**src/wk_pkg.sv**
```systemverilog
/*
 * wk_pkg: shared constants of the wake event and remote-wake block:
 * register offsets, field positions, reset values and suspend-mode codes.
 * assumes: included by name only, no import; byte addresses on an
 * 8-bit register port with 32-bit data.
 */
package wk_pkg;

    localparam int ADDR_W = 8;
    localparam int DATA_W = 32;
    localparam int NUM_PINS = 11;
    localparam int NUM_LOW_PINS = 8;
    localparam int NUM_HIGH_PINS = 3;
    localparam int LINKUP_PIN = 7;
    localparam int NUM_MAC_EVT = 5;

    // register byte offsets
    localparam logic [7:0] REG_PWR_CTRL = 8'h00;
    localparam logic [7:0] REG_MAC_WAKE = 8'h04;
    localparam logic [7:0] REG_PIN_CFG = 8'h08;
    localparam logic [7:0] REG_LED_PIN_CFG = 8'h0c;
    localparam logic [7:0] REG_PIN_WAKE = 8'h10;
    localparam logic [7:0] REG_IRQ_STATUS = 8'h14;

    // power_mgmt_ctrl fields
    localparam int PWR_STATUS_LSB = 0;
    localparam int PWR_LAN_EN_BIT = 2;
    localparam int PWR_ENERGY_EN_BIT = 3;
    localparam int PWR_MODE_LSB = 4;
    localparam int PWR_SUSPENDED_BIT = 8;
    localparam int STATUS_ENERGY = 0;
    localparam int STATUS_LAN = 1;

    // mac_wake_ctrl_stat fields
    localparam int MWK_EN_LSB = 0;
    localparam int MWK_SEEN_LSB = 5;

    // mac event order, also the enable bit order
    localparam int EVT_UNICAST = 0;
    localparam int EVT_MAGIC = 1;
    localparam int EVT_PATTERN = 2;
    localparam int EVT_EXACT = 3;
    localparam int EVT_BCAST = 4;

    // led_pin_config fields: function field 2 bits per pin, direction bits
    localparam int LED_FUNC_LSB = 0;
    localparam int LED_DIR_LSB = 8;
    localparam logic [1:0] LED_FUNC_GPIO = 2'h0;

    // pin wake register fields
    localparam int PWK_WAKE_LSB = 0;
    localparam int PWK_POL_LSB = 16;
    localparam int PWK_LINKUP_BIT = 31;

    // suspend mode codes
    localparam logic [1:0] MODE_SUSPEND0 = 2'h0;
    localparam logic [1:0] MODE_SUSPEND1 = 2'h1;
    localparam logic [1:0] MODE_SUSPEND2 = 2'h2;
    localparam logic [1:0] MODE_SUSPEND3 = 2'h3;
    localparam logic [1:0] MODE_RESET = MODE_SUSPEND2;

    // reset values
    localparam logic [7:0] PIN_LOW_EN_RESET = 8'hff;
    localparam logic [2:0] PIN_DIR_RESET = 3'h7;

    typedef enum logic {
        WK_NORMAL,
        WK_SUSPENDED
    } wk_state_type;

endpackage

```
**src/wk_pin_if.sv**
```systemverilog
/*
 * wk_pin_if: carries pin configuration into the pin detector and its
 * per-pin hits back out.
 * assumes: one detector and one controller share a single clock.
 */
`timescale 1ns/100ps

interface wk_pin_if #(
    parameter int N = 11
);
    logic [N-1:0] pin_raw;
    logic [N-1:0] qualified;
    logic [N-1:0] polarity;
    logic         linkup_sel;
    logic         link_up;
    logic [N-1:0] hit;

    modport ctrl (
        output qualified,
        output polarity,
        output linkup_sel,
        output link_up,
        output pin_raw,
        input  hit
    );

    modport det (
        input  qualified,
        input  polarity,
        input  linkup_sel,
        input  link_up,
        input  pin_raw,
        output hit
    );
endinterface

```
**src/wk_wake_ctrl.sv**
```systemverilog
/*
 * wk_wake_ctrl: wake event detection and remote-wake request logic.
 * Gathers mac wake events, good frames, phy energy detect, pins and
 * phy link up into one internal wake interrupt, qualified by suspend mode.
 * assumes: mac, phy and usb core signals are on clk; gpio pins are not.
 * Register port: read data valid the cycle after the read strobe.
 */
// Decided for this implementation: the register offsets and the strobed register port.

// Summary of operation
// - gate mac events by enables, merge them
// - wake interrupt from lan, good frame, energy or pin paths
// - status bit0 energy, bit1 lan/good frame
// - lan wake only in suspend zero
// - energy wake only in suspend one
// - no lan enables: good frame wakes
// - good frame wake only in suspend three
// - wake interrupt raises remote-wake request
// - pins 0-10 wake in every suspend state, except pin7 in link-up mode
// - pins 8-10 qualified by function 00, input
// - per-pin wake bit and polarity level
// - pin7 link-up wake in modes 0, 3
// - link-up mode ignores pin7 level
// - pin wake returns normal, sets status
// - lan status bit sticky while event
// - energy status bit sticky while irq
// - separate seen flags for magic, pattern, exact, broadcast
// - suspend mode field, reset code 10
// - set pin status wakes at once

`timescale 1ns/100ps

module wk_wake_ctrl #(
    parameter int NUM_PINS = wk_pkg::NUM_PINS
) (
    // clock and reset
    input  wire logic                        clk,
    input  wire logic                        nrst,

    // register port
    input  wire logic [wk_pkg::ADDR_W-1:0]   reg_addr,
    input  wire logic [wk_pkg::DATA_W-1:0]   reg_wdata,
    input  wire logic                        reg_wr,
    input  wire logic                        reg_rd,
    output logic      [wk_pkg::DATA_W-1:0]   reg_rdata,

    // mac and phy events
    input  wire logic [wk_pkg::NUM_MAC_EVT-1:0] mac_evt,
    input  wire logic                        good_frame,
    input  wire logic                        phy_irq,
    input  wire logic                        phy_link_up,

    // general purpose pins
    input  wire logic [NUM_PINS-1:0]         gpio_in,

    // usb core
    input  wire logic                        usb_suspend,
    input  wire logic                        usb_resume,
    output logic                             remote_wake,
    output logic                             suspended,
    output logic      [1:0]                  suspend_mode
);
    wk_pin_if #(.N(NUM_PINS)) pin_bus ();

    wk_pkg::wk_state_type state_ff;

    logic [1:0]                      status_ff;
    logic                            lan_en_ff;
    logic                            energy_en_ff;
    logic [1:0]                      mode_ff;
    logic [wk_pkg::NUM_MAC_EVT-1:0]  mac_en_ff;
    logic [3:0]                      seen_ff;
    logic [wk_pkg::NUM_LOW_PINS-1:0] low_en_ff;
    logic [2*wk_pkg::NUM_HIGH_PINS-1:0] func_ff;
    logic [wk_pkg::NUM_HIGH_PINS-1:0] dir_ff;
    logic [NUM_PINS-1:0]             wake_bit_ff;
    logic [NUM_PINS-1:0]             pol_ff;
    logic                            linkup_sel_ff;
    logic [NUM_PINS-1:0]             irq_ff;
    logic [wk_pkg::DATA_W-1:0]       rdata_ff;
    logic                            remote_wake_ff;

    logic                            wr_pwr;
    logic                            wr_mac;
    logic                            wr_irq;
    logic                            mac_wake;
    logic                            all_lan_off;
    logic                            lan_event;
    logic [NUM_PINS-1:0]             pin_qual;
    logic [NUM_PINS-1:0]             pin_allowed;
    logic                            lan_wake;
    logic                            energy_wake;
    logic                            frame_wake;
    logic                            pin_wake;
    logic                            wake_req;
    logic [wk_pkg::DATA_W-1:0]       nxt_rdata;

    assign wr_pwr = reg_wr && (reg_addr == wk_pkg::REG_PWR_CTRL);
    assign wr_mac = reg_wr && (reg_addr == wk_pkg::REG_MAC_WAKE);
    assign wr_irq = reg_wr && (reg_addr == wk_pkg::REG_IRQ_STATUS);

    // mac wake sources
    assign mac_wake = |(mac_evt & mac_en_ff);
    assign all_lan_off = (mac_en_ff == '0);
    // frames passing the filters count only with every lan enable clear
    assign lan_event = mac_wake || (good_frame && all_lan_off);

    // pin qualification
    always_comb begin
        pin_qual = '0;
        for (int i = 0; i < wk_pkg::NUM_LOW_PINS; i++) begin
            pin_qual[i] = !low_en_ff[i] && wake_bit_ff[i];
        end
        for (int j = 0; j < wk_pkg::NUM_HIGH_PINS; j++) begin
            pin_qual[wk_pkg::NUM_LOW_PINS + j] = wake_bit_ff[wk_pkg::NUM_LOW_PINS + j] &&
                (func_ff[2*j +: 2] == wk_pkg::LED_FUNC_GPIO) && !dir_ff[j];
        end
    end

    assign pin_bus.pin_raw = gpio_in;
    assign pin_bus.qualified = pin_qual;
    assign pin_bus.polarity = pol_ff;
    assign pin_bus.linkup_sel = linkup_sel_ff;
    assign pin_bus.link_up = phy_link_up;

    wk_pin_det #(
        .N        (NUM_PINS),
        .LINK_PIN (wk_pkg::LINKUP_PIN)
    ) u_pin_det (
        .clk  (clk),
        .nrst (nrst),
        .pins (pin_bus.det)
    );

    // status bits: set wins over a write-one clear, and a clear is refused
    // while the source still stands
    always_ff @(posedge clk or negedge nrst) begin
        if (!nrst) begin
            status_ff <= '0;
        end else begin
            if (phy_irq) begin
                status_ff[wk_pkg::STATUS_ENERGY] <= 1'b1;
            end else if (wr_pwr && reg_wdata[wk_pkg::PWR_STATUS_LSB + wk_pkg::STATUS_ENERGY]) begin
                status_ff[wk_pkg::STATUS_ENERGY] <= 1'b0;
            end
            if (lan_event) begin
                status_ff[wk_pkg::STATUS_LAN] <= 1'b1;
            end else if (wr_pwr && !mac_wake &&
                         reg_wdata[wk_pkg::PWR_STATUS_LSB + wk_pkg::STATUS_LAN]) begin
                status_ff[wk_pkg::STATUS_LAN] <= 1'b0;
            end
        end
    end

    // power control fields
    always_ff @(posedge clk or negedge nrst) begin
        if (!nrst) begin
            lan_en_ff <= 1'b0;
            energy_en_ff <= 1'b0;
            mode_ff <= wk_pkg::MODE_RESET;
        end else if (wr_pwr) begin
            lan_en_ff <= reg_wdata[wk_pkg::PWR_LAN_EN_BIT];
            energy_en_ff <= reg_wdata[wk_pkg::PWR_ENERGY_EN_BIT];
            mode_ff <= reg_wdata[wk_pkg::PWR_MODE_LSB +: 2];
        end
    end

    // mac wake enables and seen flags
    always_ff @(posedge clk or negedge nrst) begin
        if (!nrst) begin
            mac_en_ff <= '0;
        end else if (wr_mac) begin
            mac_en_ff <= reg_wdata[wk_pkg::MWK_EN_LSB +: wk_pkg::NUM_MAC_EVT];
        end
    end

    always_ff @(posedge clk or negedge nrst) begin
        if (!nrst) begin
            seen_ff <= '0;
        end else begin
            // bits: magic, pattern, exact, broadcast
            for (int k = 0; k < 4; k++) begin
                if (mac_evt[k + 1] && mac_en_ff[k + 1]) begin
                    seen_ff[k] <= 1'b1;
                end else if (wr_mac && reg_wdata[wk_pkg::MWK_SEEN_LSB + k]) begin
                    seen_ff[k] <= 1'b0;
                end
            end
        end
    end

    // pin configuration
    always_ff @(posedge clk or negedge nrst) begin
        if (!nrst) begin
            low_en_ff <= wk_pkg::PIN_LOW_EN_RESET;
        end else if (reg_wr && (reg_addr == wk_pkg::REG_PIN_CFG)) begin
            low_en_ff <= reg_wdata[wk_pkg::NUM_LOW_PINS-1:0];
        end
    end

    always_ff @(posedge clk or negedge nrst) begin
        if (!nrst) begin
            func_ff <= '0;
            dir_ff <= wk_pkg::PIN_DIR_RESET;
        end else if (reg_wr && (reg_addr == wk_pkg::REG_LED_PIN_CFG)) begin
            func_ff <= reg_wdata[wk_pkg::LED_FUNC_LSB +: 2*wk_pkg::NUM_HIGH_PINS];
            dir_ff <= reg_wdata[wk_pkg::LED_DIR_LSB +: wk_pkg::NUM_HIGH_PINS];
        end
    end

    always_ff @(posedge clk or negedge nrst) begin
        if (!nrst) begin
            wake_bit_ff <= '0;
            pol_ff <= '0;
            linkup_sel_ff <= 1'b0;
        end else if (reg_wr && (reg_addr == wk_pkg::REG_PIN_WAKE)) begin
            wake_bit_ff <= reg_wdata[wk_pkg::PWK_WAKE_LSB +: NUM_PINS];
            pol_ff <= reg_wdata[wk_pkg::PWK_POL_LSB +: NUM_PINS];
            linkup_sel_ff <= reg_wdata[wk_pkg::PWK_LINKUP_BIT];
        end
    end

    // pin interrupt status, write one to clear, a new hit wins
    always_ff @(posedge clk or negedge nrst) begin
        if (!nrst) begin
            irq_ff <= '0;
        end else begin
            for (int p = 0; p < NUM_PINS; p++) begin
                if (pin_bus.hit[p]) begin
                    irq_ff[p] <= 1'b1;
                end else if (wr_irq && reg_wdata[p]) begin
                    irq_ff[p] <= 1'b0;
                end
            end
        end
    end

    // suspend-state qualification of each source
    always_comb begin
        pin_allowed = '1;
        if (linkup_sel_ff && !((mode_ff == wk_pkg::MODE_SUSPEND0) ||
                               (mode_ff == wk_pkg::MODE_SUSPEND3))) begin
            pin_allowed[wk_pkg::LINKUP_PIN] = 1'b0;
        end
    end

    assign lan_wake = status_ff[wk_pkg::STATUS_LAN] && lan_en_ff && !all_lan_off &&
        (mode_ff == wk_pkg::MODE_SUSPEND0);
    assign frame_wake = status_ff[wk_pkg::STATUS_LAN] && all_lan_off &&
        (mode_ff == wk_pkg::MODE_SUSPEND3);
    assign energy_wake = status_ff[wk_pkg::STATUS_ENERGY] && energy_en_ff &&
        (mode_ff == wk_pkg::MODE_SUSPEND1);
    // any pin status left set wakes straight away, except link-up pin 7 outside suspend 0 and 3
    assign pin_wake = |(irq_ff & pin_allowed);
    assign wake_req = lan_wake || frame_wake || energy_wake || pin_wake;

    // device power state
    // host resume ends suspend without a request
    always_ff @(posedge clk or negedge nrst) begin
        if (!nrst) begin
            state_ff <= wk_pkg::WK_NORMAL;
        end else begin
            unique case (state_ff)
                wk_pkg::WK_NORMAL: begin
                    if (usb_suspend) begin
                        state_ff <= wk_pkg::WK_SUSPENDED;
                    end
                end
                wk_pkg::WK_SUSPENDED: begin
                    if (wake_req || usb_resume) begin
                        state_ff <= wk_pkg::WK_NORMAL;
                    end
                end
            endcase
        end
    end

    // one-cycle request, only from the suspended state
    always_ff @(posedge clk or negedge nrst) begin
        if (!nrst) begin
            remote_wake_ff <= 1'b0;
        end else begin
            remote_wake_ff <= (state_ff == wk_pkg::WK_SUSPENDED) && wake_req;
        end
    end

    // register read, data the cycle after the strobe, zero otherwise
    always_comb begin
        nxt_rdata = '0;
        unique case (reg_addr)
            wk_pkg::REG_PWR_CTRL: begin
                nxt_rdata[wk_pkg::PWR_STATUS_LSB +: 2] = status_ff;
                nxt_rdata[wk_pkg::PWR_LAN_EN_BIT] = lan_en_ff;
                nxt_rdata[wk_pkg::PWR_ENERGY_EN_BIT] = energy_en_ff;
                nxt_rdata[wk_pkg::PWR_MODE_LSB +: 2] = mode_ff;
                nxt_rdata[wk_pkg::PWR_SUSPENDED_BIT] = (state_ff == wk_pkg::WK_SUSPENDED);
            end
            wk_pkg::REG_MAC_WAKE: begin
                nxt_rdata[wk_pkg::MWK_EN_LSB +: wk_pkg::NUM_MAC_EVT] = mac_en_ff;
                nxt_rdata[wk_pkg::MWK_SEEN_LSB +: 4] = seen_ff;
            end
            wk_pkg::REG_PIN_CFG: begin
                nxt_rdata[wk_pkg::NUM_LOW_PINS-1:0] = low_en_ff;
            end
            wk_pkg::REG_LED_PIN_CFG: begin
                nxt_rdata[wk_pkg::LED_FUNC_LSB +: 2*wk_pkg::NUM_HIGH_PINS] = func_ff;
                nxt_rdata[wk_pkg::LED_DIR_LSB +: wk_pkg::NUM_HIGH_PINS] = dir_ff;
            end
            wk_pkg::REG_PIN_WAKE: begin
                nxt_rdata[wk_pkg::PWK_WAKE_LSB +: NUM_PINS] = wake_bit_ff;
                nxt_rdata[wk_pkg::PWK_POL_LSB +: NUM_PINS] = pol_ff;
                nxt_rdata[wk_pkg::PWK_LINKUP_BIT] = linkup_sel_ff;
            end
            wk_pkg::REG_IRQ_STATUS: begin
                nxt_rdata[NUM_PINS-1:0] = irq_ff;
            end
            default: begin
                nxt_rdata = '0;
            end
        endcase
    end

    // zero between reads: no stale word on the bus
    always_ff @(posedge clk or negedge nrst) begin
        if (!nrst) begin
            rdata_ff <= '0;
        end else if (reg_rd) begin
            rdata_ff <= nxt_rdata;
        end else begin
            rdata_ff <= '0;
        end
    end

    assign reg_rdata = rdata_ff;
    assign remote_wake = remote_wake_ff;
    assign suspended = (state_ff == wk_pkg::WK_SUSPENDED);
    assign suspend_mode = mode_ff;
endmodule

```
**src/wk_pin_det.sv**
```systemverilog
/*
 * wk_pin_det: synchronises the general purpose pins and reports each
 * qualified pin sitting at its chosen wake level.
 * assumes: pins are asynchronous; link_up is on the clk domain.
 */
`timescale 1ns/100ps

module wk_pin_det #(
    parameter int N = 11,
    parameter int LINK_PIN = 7
) (
    // clock and reset
    input wire logic clk,
    input wire logic nrst,
    // pin side
    wk_pin_if.det    pins
);
    logic [N-1:0] meta_ff;
    logic [N-1:0] sync_ff;
    logic [N-1:0] level;

    // two flops before any logic looks at a pin
    always_ff @(posedge clk or negedge nrst) begin
        if (!nrst) begin
            meta_ff <= '0;
            sync_ff <= '0;
        end else begin
            meta_ff <= pins.pin_raw;
            sync_ff <= meta_ff;
        end
    end

    always_comb begin
        level = sync_ff;
        // link-up mode replaces the pin level; polarity is bypassed too
        if (pins.linkup_sel) begin
            level[LINK_PIN] = pins.link_up;
        end
    end

    genvar i;
    generate
        for (i = 0; i < N; i++) begin : g_hit
            if (i == LINK_PIN) begin : g_link
                assign pins.hit[i] = pins.qualified[i] &&
                    (pins.linkup_sel ? level[i] : (level[i] == pins.polarity[i]));
            end else begin : g_plain
                assign pins.hit[i] = pins.qualified[i] && (level[i] == pins.polarity[i]);
            end
        end
    endgenerate
endmodule

```
**config.mk**
```make
export PLATFORM = sky130hd
export DESIGN_NAME = wk_wake_ctrl
export DESIGN_NICKNAME = d
export VERILOG_FILES = /design/src/wk_pkg.sv /design/src/wk_pin_if.sv /design/src/wk_wake_ctrl.sv /design/src/wk_pin_det.sv
export SDC_FILE = /design/constraint.sdc
export NUM_CORES = 1
export LEC_CHECK = 0
export ABC_AREA = 1
export BUFFER_PORTS_ARGS = -buffer_cell sky130_fd_sc_hd__buf_2
export CAP_MARGIN = 20
export CORE_ASPECT_RATIO = 0.8
export CORE_MARGIN = 1.5
export CORE_UTILIZATION = 40
export DETAILED_ROUTE_END_ITERATION = 16
export SYNTH_ARGS = -nofsm -noshare
export SYNTH_HDL_FRONTEND = slang
export SYNTH_SLANG_ARGS = --single-unit
export TNS_END_PERCENT = 1
```
**constraint.sdc**
```tcl
create_clock -name clk -period 3.1 [get_ports clk]
set_clock_uncertainty 0.2 [all_clocks]
set_input_delay 0.31 -clock clk [delete_from_list [all_inputs] [get_ports clk]]
set_output_delay 0.31 -clock clk [all_outputs]
set_load 0.02 [all_outputs]
```
* Word level (Yosys, flattened, before mapping)
Index checks and enable logic that the tools add are counted.
** Storage, ports and cells
- Register bits after elaboration :: 122
- Latch bits :: 0
- Bits in writable memories :: 0
- Memory bits (read-only) :: 0
- Input bits :: 65
- Word-level logic and storage cells :: 208
- Memories :: 0
** Operators by class
- Add/subtract/negate cells :: 0
- $mul :: 0
- Div/mod/pow operators :: 0
- Magnitude comparators :: 0
- Equality and inequality tests :: 18
- Shift-type cells :: 0
- Muxes and demuxes :: 47
- Bitwise gates (word level) :: 3
- Reductions and logical operators :: 108
** Operators by type and width (count)
- 1-bit logical AND :: 63
- 1-bit 2-to-1 mux :: 40
- 6-bit one-hot mux with 6 select lines :: 1
- 2-bit nonzero test :: 17
- 32-bit 2-to-1 mux :: 1
- 8-bit by 4-bit == test with 1-bit output (second input constant) :: 2
- 8-bit by 5-bit == test with 1-bit output (second input constant) :: 2
- 1-bit zero test :: 14
- 11-bit AND :: 1
- 1-bit == test :: 11
- 11-bit 2-to-1 mux :: 1
- 11-bit OR reduction :: 1
- 8-bit by 3-bit == test with 1-bit output (second input constant) :: 1
- 2-bit zero test :: 4
- 8-bit zero test :: 1
- 2-bit one-hot mux with 4 select lines :: 1
- 1-bit logical OR :: 6
- 2-bit one-hot mux with 3 select lines :: 1
- 5-bit AND :: 1
- 5-bit zero test :: 1
- 1-bit one-hot mux with 5 select lines :: 1
- 5-bit OR reduction :: 1
- 2-bit by 1-bit == test with 1-bit output (second input constant) :: 1
- 2-bit == test (second input constant) :: 1
- other kinds (2) :: 2

* Longest topological paths before layout
- Depth in word-level cells :: 11
- Depth in mapped cells :: 9

* Cells and area by module
A second synthesis with hierarchy kept.
** Unflattened totals
- Cells, all modules :: 578
- Area total of the unflattened synthesis :: 5106.1 um2
** Modules (own cells, without submodules)
- wk_wake_ctrl :: times used 1, cells each 518, area each 4381.7 um2
- wk_pin_det :: times used 1, cells each 60, area each 724.4 um2

* Worst setup path after synthesis
Ideal clock, no wire load.
- Path kind :: reg2reg
- Start point :: register mode_ff[1], in the netlist suspend_mode[1]
- End point :: register state_ff, in the netlist suspended
- Arrival :: 1369 ps
- Required time :: 2816 ps
- Path slack :: 1447 ps
- Cell stages (with the launch flop) :: 9
- Path buffers :: 0
- Period minus slack after synthesis :: 1653 ps
- Path through :: dfstp_2 inv_1 ha_1 nand2_1 nand2_1 nand4_1 nor2_1 nand2_1 a21boi_0
** On the way
- Cells in the longest elaborated chain, start to end :: 11
- Elaborated cells on any way between the ends :: 18
** RTL lines
- start: declaration :: line wk_wake_ctrl.sv:70 : logic [1:0] mode_ff;
- start signal: assignment :: line wk_wake_ctrl.sv:160 : mode_ff <= wk_pkg::MODE_RESET;
- start signal: assignment :: line wk_wake_ctrl.sv:164 : mode_ff <= reg_wdata[wk_pkg::PWR_MODE_LSB +: 2];
- 2-bit == test or 2-bit zero test (tied branches)
- 1-bit logical OR :: line wk_wake_ctrl.sv:241 : if (linkup_sel_ff && !((mode_ff == wk_pkg::MODE_SUSPEND0) ||
- 1-bit zero test :: line wk_wake_ctrl.sv:241
- 1-bit logical AND :: line wk_wake_ctrl.sv:241
- 1-bit 2-to-1 mux :: line wk_wake_ctrl.sv:241
- 11-bit AND :: line wk_wake_ctrl.sv:254 : assign pin_wake = |(irq_ff & pin_allowed);
- 11-bit OR reduction :: line wk_wake_ctrl.sv:254
- 1-bit logical OR * :: line wk_wake_ctrl.sv:255 : assign wake_req = lan_wake || frame_wake || energy_wake || pin_wake;
- 1-bit logical OR * :: line wk_wake_ctrl.sv:270 : if (wake_req || usb_resume) begin
- 1-bit 2-to-1 mux * :: line wk_wake_ctrl.sv:270
- 1-bit one-hot mux with 2 select lines * :: line wk_wake_ctrl.sv:263 : unique case (state_ff)
- end signal: assignment :: line wk_wake_ctrl.sv:261 : state_ff <= wk_pkg::WK_NORMAL;
- end signal: assignment :: line wk_wake_ctrl.sv:266 : state_ff <= wk_pkg::WK_SUSPENDED;
- end signal: assignment :: line wk_wake_ctrl.sv:271 : state_ff <= wk_pkg::WK_NORMAL;
- end: declaration :: line wk_wake_ctrl.sv:65 : wk_pkg::wk_state_type state_ff;
Mark *: on every way between the ends. The rest lies on a longest branch, timed or not.
A chain may end at the register's enable or synchronous reset.

* Worst setup path in the final report
Same ends and word-level chain as after synthesis.

==> flow_summary.ini <==
[power]
sequentialPowerShare_pct = 41.2
leakage_uw = 0.00329
p_switching_uw = 921
p_per_area_nw_per_um2 = 601
swShare_pct = 23.2
intPower_uw = 3050
clkPwrFrac_pct = 50.4
combPwrFrac_pct = 8.4
ir_drop_mv = 0.388

[final_layout]
diodes = 0
design_area_um2 = 6610
fillers = 1148
finalNetCount = 735
drive_gt1_share_pct = 30.9
area_growth_pct = 28.0

[routing]
wl_per_cell_um = 14.9
drc = 0
drt_iter0_markers = 265
dr_total_vias = 4108
first_pass_iters = 5
postRouteAntennaNets = 0
drt_wl_total_um = 12600
vias_per_cell = 4.83

[placed_design]
dp_slack_ns = 0.967
dpl_cell_area_um2 = 5620
place_congestion = 0.849
numPortBuffers = 82
hpwlAfterDp_um = 8440

[clock_network]
cts_buffers = 17
cts-root-buf = clkbuf_16
post-cts-setup-buffers = 0
htreeDepth = 4
clock-sinks = 113
cts_tree = yes
cts.clk_slew.worst_paths_ns = 0.05
ctsLongestPathBuffers = 2
insertion_delay_ns = 0.41

[sta]
finalHoldViolCount = 0
fmaxAchievable_mhz = 543
whs_ns = 0.0272
layout_worst_path_cycle_share_pct = 59.4
finalSetupTns_ns = 0
timing.slew.headroom_pct = 51.1
rsz0062_at_grt = no
finalSetupViolCount = 0
tightest_slew_ns = 0.733
fin_crit_ns = 1.84
fin_ws_ns = 1.26
slew_viol_final = 0

[critical_path]
crit_path_end_kind = register
cp.required_ns = 3.22
worstPathArrival_ns = 1.96
path_max_fanout = 5
crit_path_start_kind = register
cpMostUsedCell = nand2_1
cp_slowest_stage_delay_ns = 0.58
critPathKind = reg2reg
path_cells = inv_1 > ha_1 > nand2_1 > nand2_1 > nand4_1 > nor2_1 > nand2_1 > a21boi_0
cp_slowest_cell = dfstp_2

[synth]
synth-seq-cells = 113
yosysUniqueCellTypes = 32
syn_inst = 543
yosys_warnings = 0
postSynthAreaPerCell_um2 = 9.51
netlist_area_um2 = 5160
yosysSeqAreaShare_pct = 55.1

[floorplanning]
start_util_pct = 41.7
io_pins = 101
num_rows = 36
core_um2 = 12400
die_w_um = 130
die_y_um = 105
dieArea_um2 = 13600

[global_routing]
antenna_found_initial = 0
grt_first_pass_wirelength_um = 20700
grt_max_degree = 65
grt_pass1_vias = 4234
grt.overflow.total = 0
grt_usage_pct = 20.0

[hold_path]
min_path_type = in2reg

[outcome]
status = completed

[run]
max_cap_viol_count = 0
==> path summary, 6_finish.rpt <==
kind	from	to	slack, ns	cells after the start
max	suspend_mode[1]	suspended	1.26	8
min	mac_evt[0]	status_ff[1]	0.03	5
max reg2reg	suspend_mode[1]	suspended	1.26	8
min reg2reg	u_pin_det.meta_ff[2]	u_pin_det.sync_ff[2]	0.15	0
max in group asynchronous	nrst	low_en_ff[5]	1.58	3
min in group asynchronous	nrst	reg_rdata[25]	0.30	2
==> registers in the layout (all words and copies together), names as in the netlist, 6 cells and up <==
signal / flops
u_pin_det.meta_ff: 11
pin_bus.polarity: 11
wake_bit_ff: 11
u_pin_det.sync_ff: 11
reg_rdata: 23
irq_ff: 11
low_en_ff: 8
func_ff: 6
==> power groups by stage <==
| stage | combinational [uW] | sequential (uW) | clock (uW) |
|---|---|---|---|
| after detailed placement | 299 | 1660 | 0 |
| after global routing | 374 | 1650 | 2120 |
| after floorplan | 168 | 1660 | 0 |
| final | 333 | 1640 | 2000 |
| after CTS | 336 | 1640 | 2040 |
| after global placement | 291 | 1660 | 0 |
==> cell type report <==
type,count,area (um2),share of cell area [%]
Multi-Input combinational cell,359,1920,29.1
Tap cell,171,214,3.24
Inverter,56,210,3.18
Timing Repair Buffer,120,803,12.2
Sequential cell,113,2840,43.0
Clock buffer,23,488,7.38
Clock inverter,9,129,1.95
==> layout by cell type, fill, tap and decap left out, types with 8 or more instances in the layout <==
cell type,instances
nand2_1,105
dfrtp_1,101
buf_2,81
nor2_1,57
inv_1,47
nand3_1,46
dlygate4sd3_1,37
o21ai_0,31
o21ai_2,25
clkbuf_16,17
a21oi_1,12
a21oi_2,12
dfstp_2,12
nand2_2,11
inv_2,9
conb_1,9
nand3_2,8
o21ai_1,8
==> cell usage after synthesis, drive strengths merged <==
library cell / n / area, um2
nand2: 119 / 497
dfrtp: 101 / 2530
nor2: 67 / 338
o21ai: 64 / 414
inv: 56 / 210
nand3: 54 / 310
a21oi: 24 / 165
buf: 22 / 205
dfstp: 12 / 315
or2: 7 / 43.8
nand4: 5 / 31.3
ha: 3 / 37.5
nor3: 2 / 10.0
xor2: 2 / 17.5
a21boi: 1 / 7.51
clkbuf: 1 / 13.8
conb: 1 / 3.75
o211ai: 1 / 7.51
xnor2: 1 / 8.76
==> worst max-delay path: cells and delay by family, from the launching register on <==
family          cells  cell delay (ns)
compound gates      1             0.14
simple gates        5             0.45
fa+ha+maj           1             0.30
flops               1             0.58
buf+inv             1             0.08
==> per-stage QoR <==
stage | utilization [%] | power, uW | cells
floorplan | - | 1830 | 551
CTS | 53.4 | 4010 | 851
detailed placement | 45.4 | 1960 | 782
global route | 53.4 | 4140 | 851
global placement | 45.4 | 1950 | 782
finish | 53.4 | 3970 | 851
==> cells by family (layout without fill, tap and decap cells) <==
kind of cell               Yosys count  in the layout  synth area share [%]
buffers and inverters               79            208                  8.31
AOI/OAI and AO/OA                   90             90                  11.5
adders and majority gates            3              3                 0.727
and+or+nand+nor                    254            254                  23.8
other                                1              9                0.0726
xor gates and xnor gates             3              3                 0.509
DFF                                113            113                  55.1
==> what timing repair did <==
item                                   4_1_cts  5_1_grt
setup endpoints to repair                    0        0
resized for setup                            0        0
endpoints found under the hold margin       84        0
hold buffers                                37        0
==> layer usage <==
| metal | global-route usage (%) | routed length [um] | vias up |
|---|---|---|---|
| met2 | 31.5 | 5920 | 130 |
| met4 | 4.44 | 91 | 0 |
| li1 | - | - | 1983 |
| met3 | 6.30 | 767 | 8 |
| met1 | 26.9 | 5870 | 1987 |
| met5 | 0 | 0 | - |
Power figures use the tool's default switching activity.
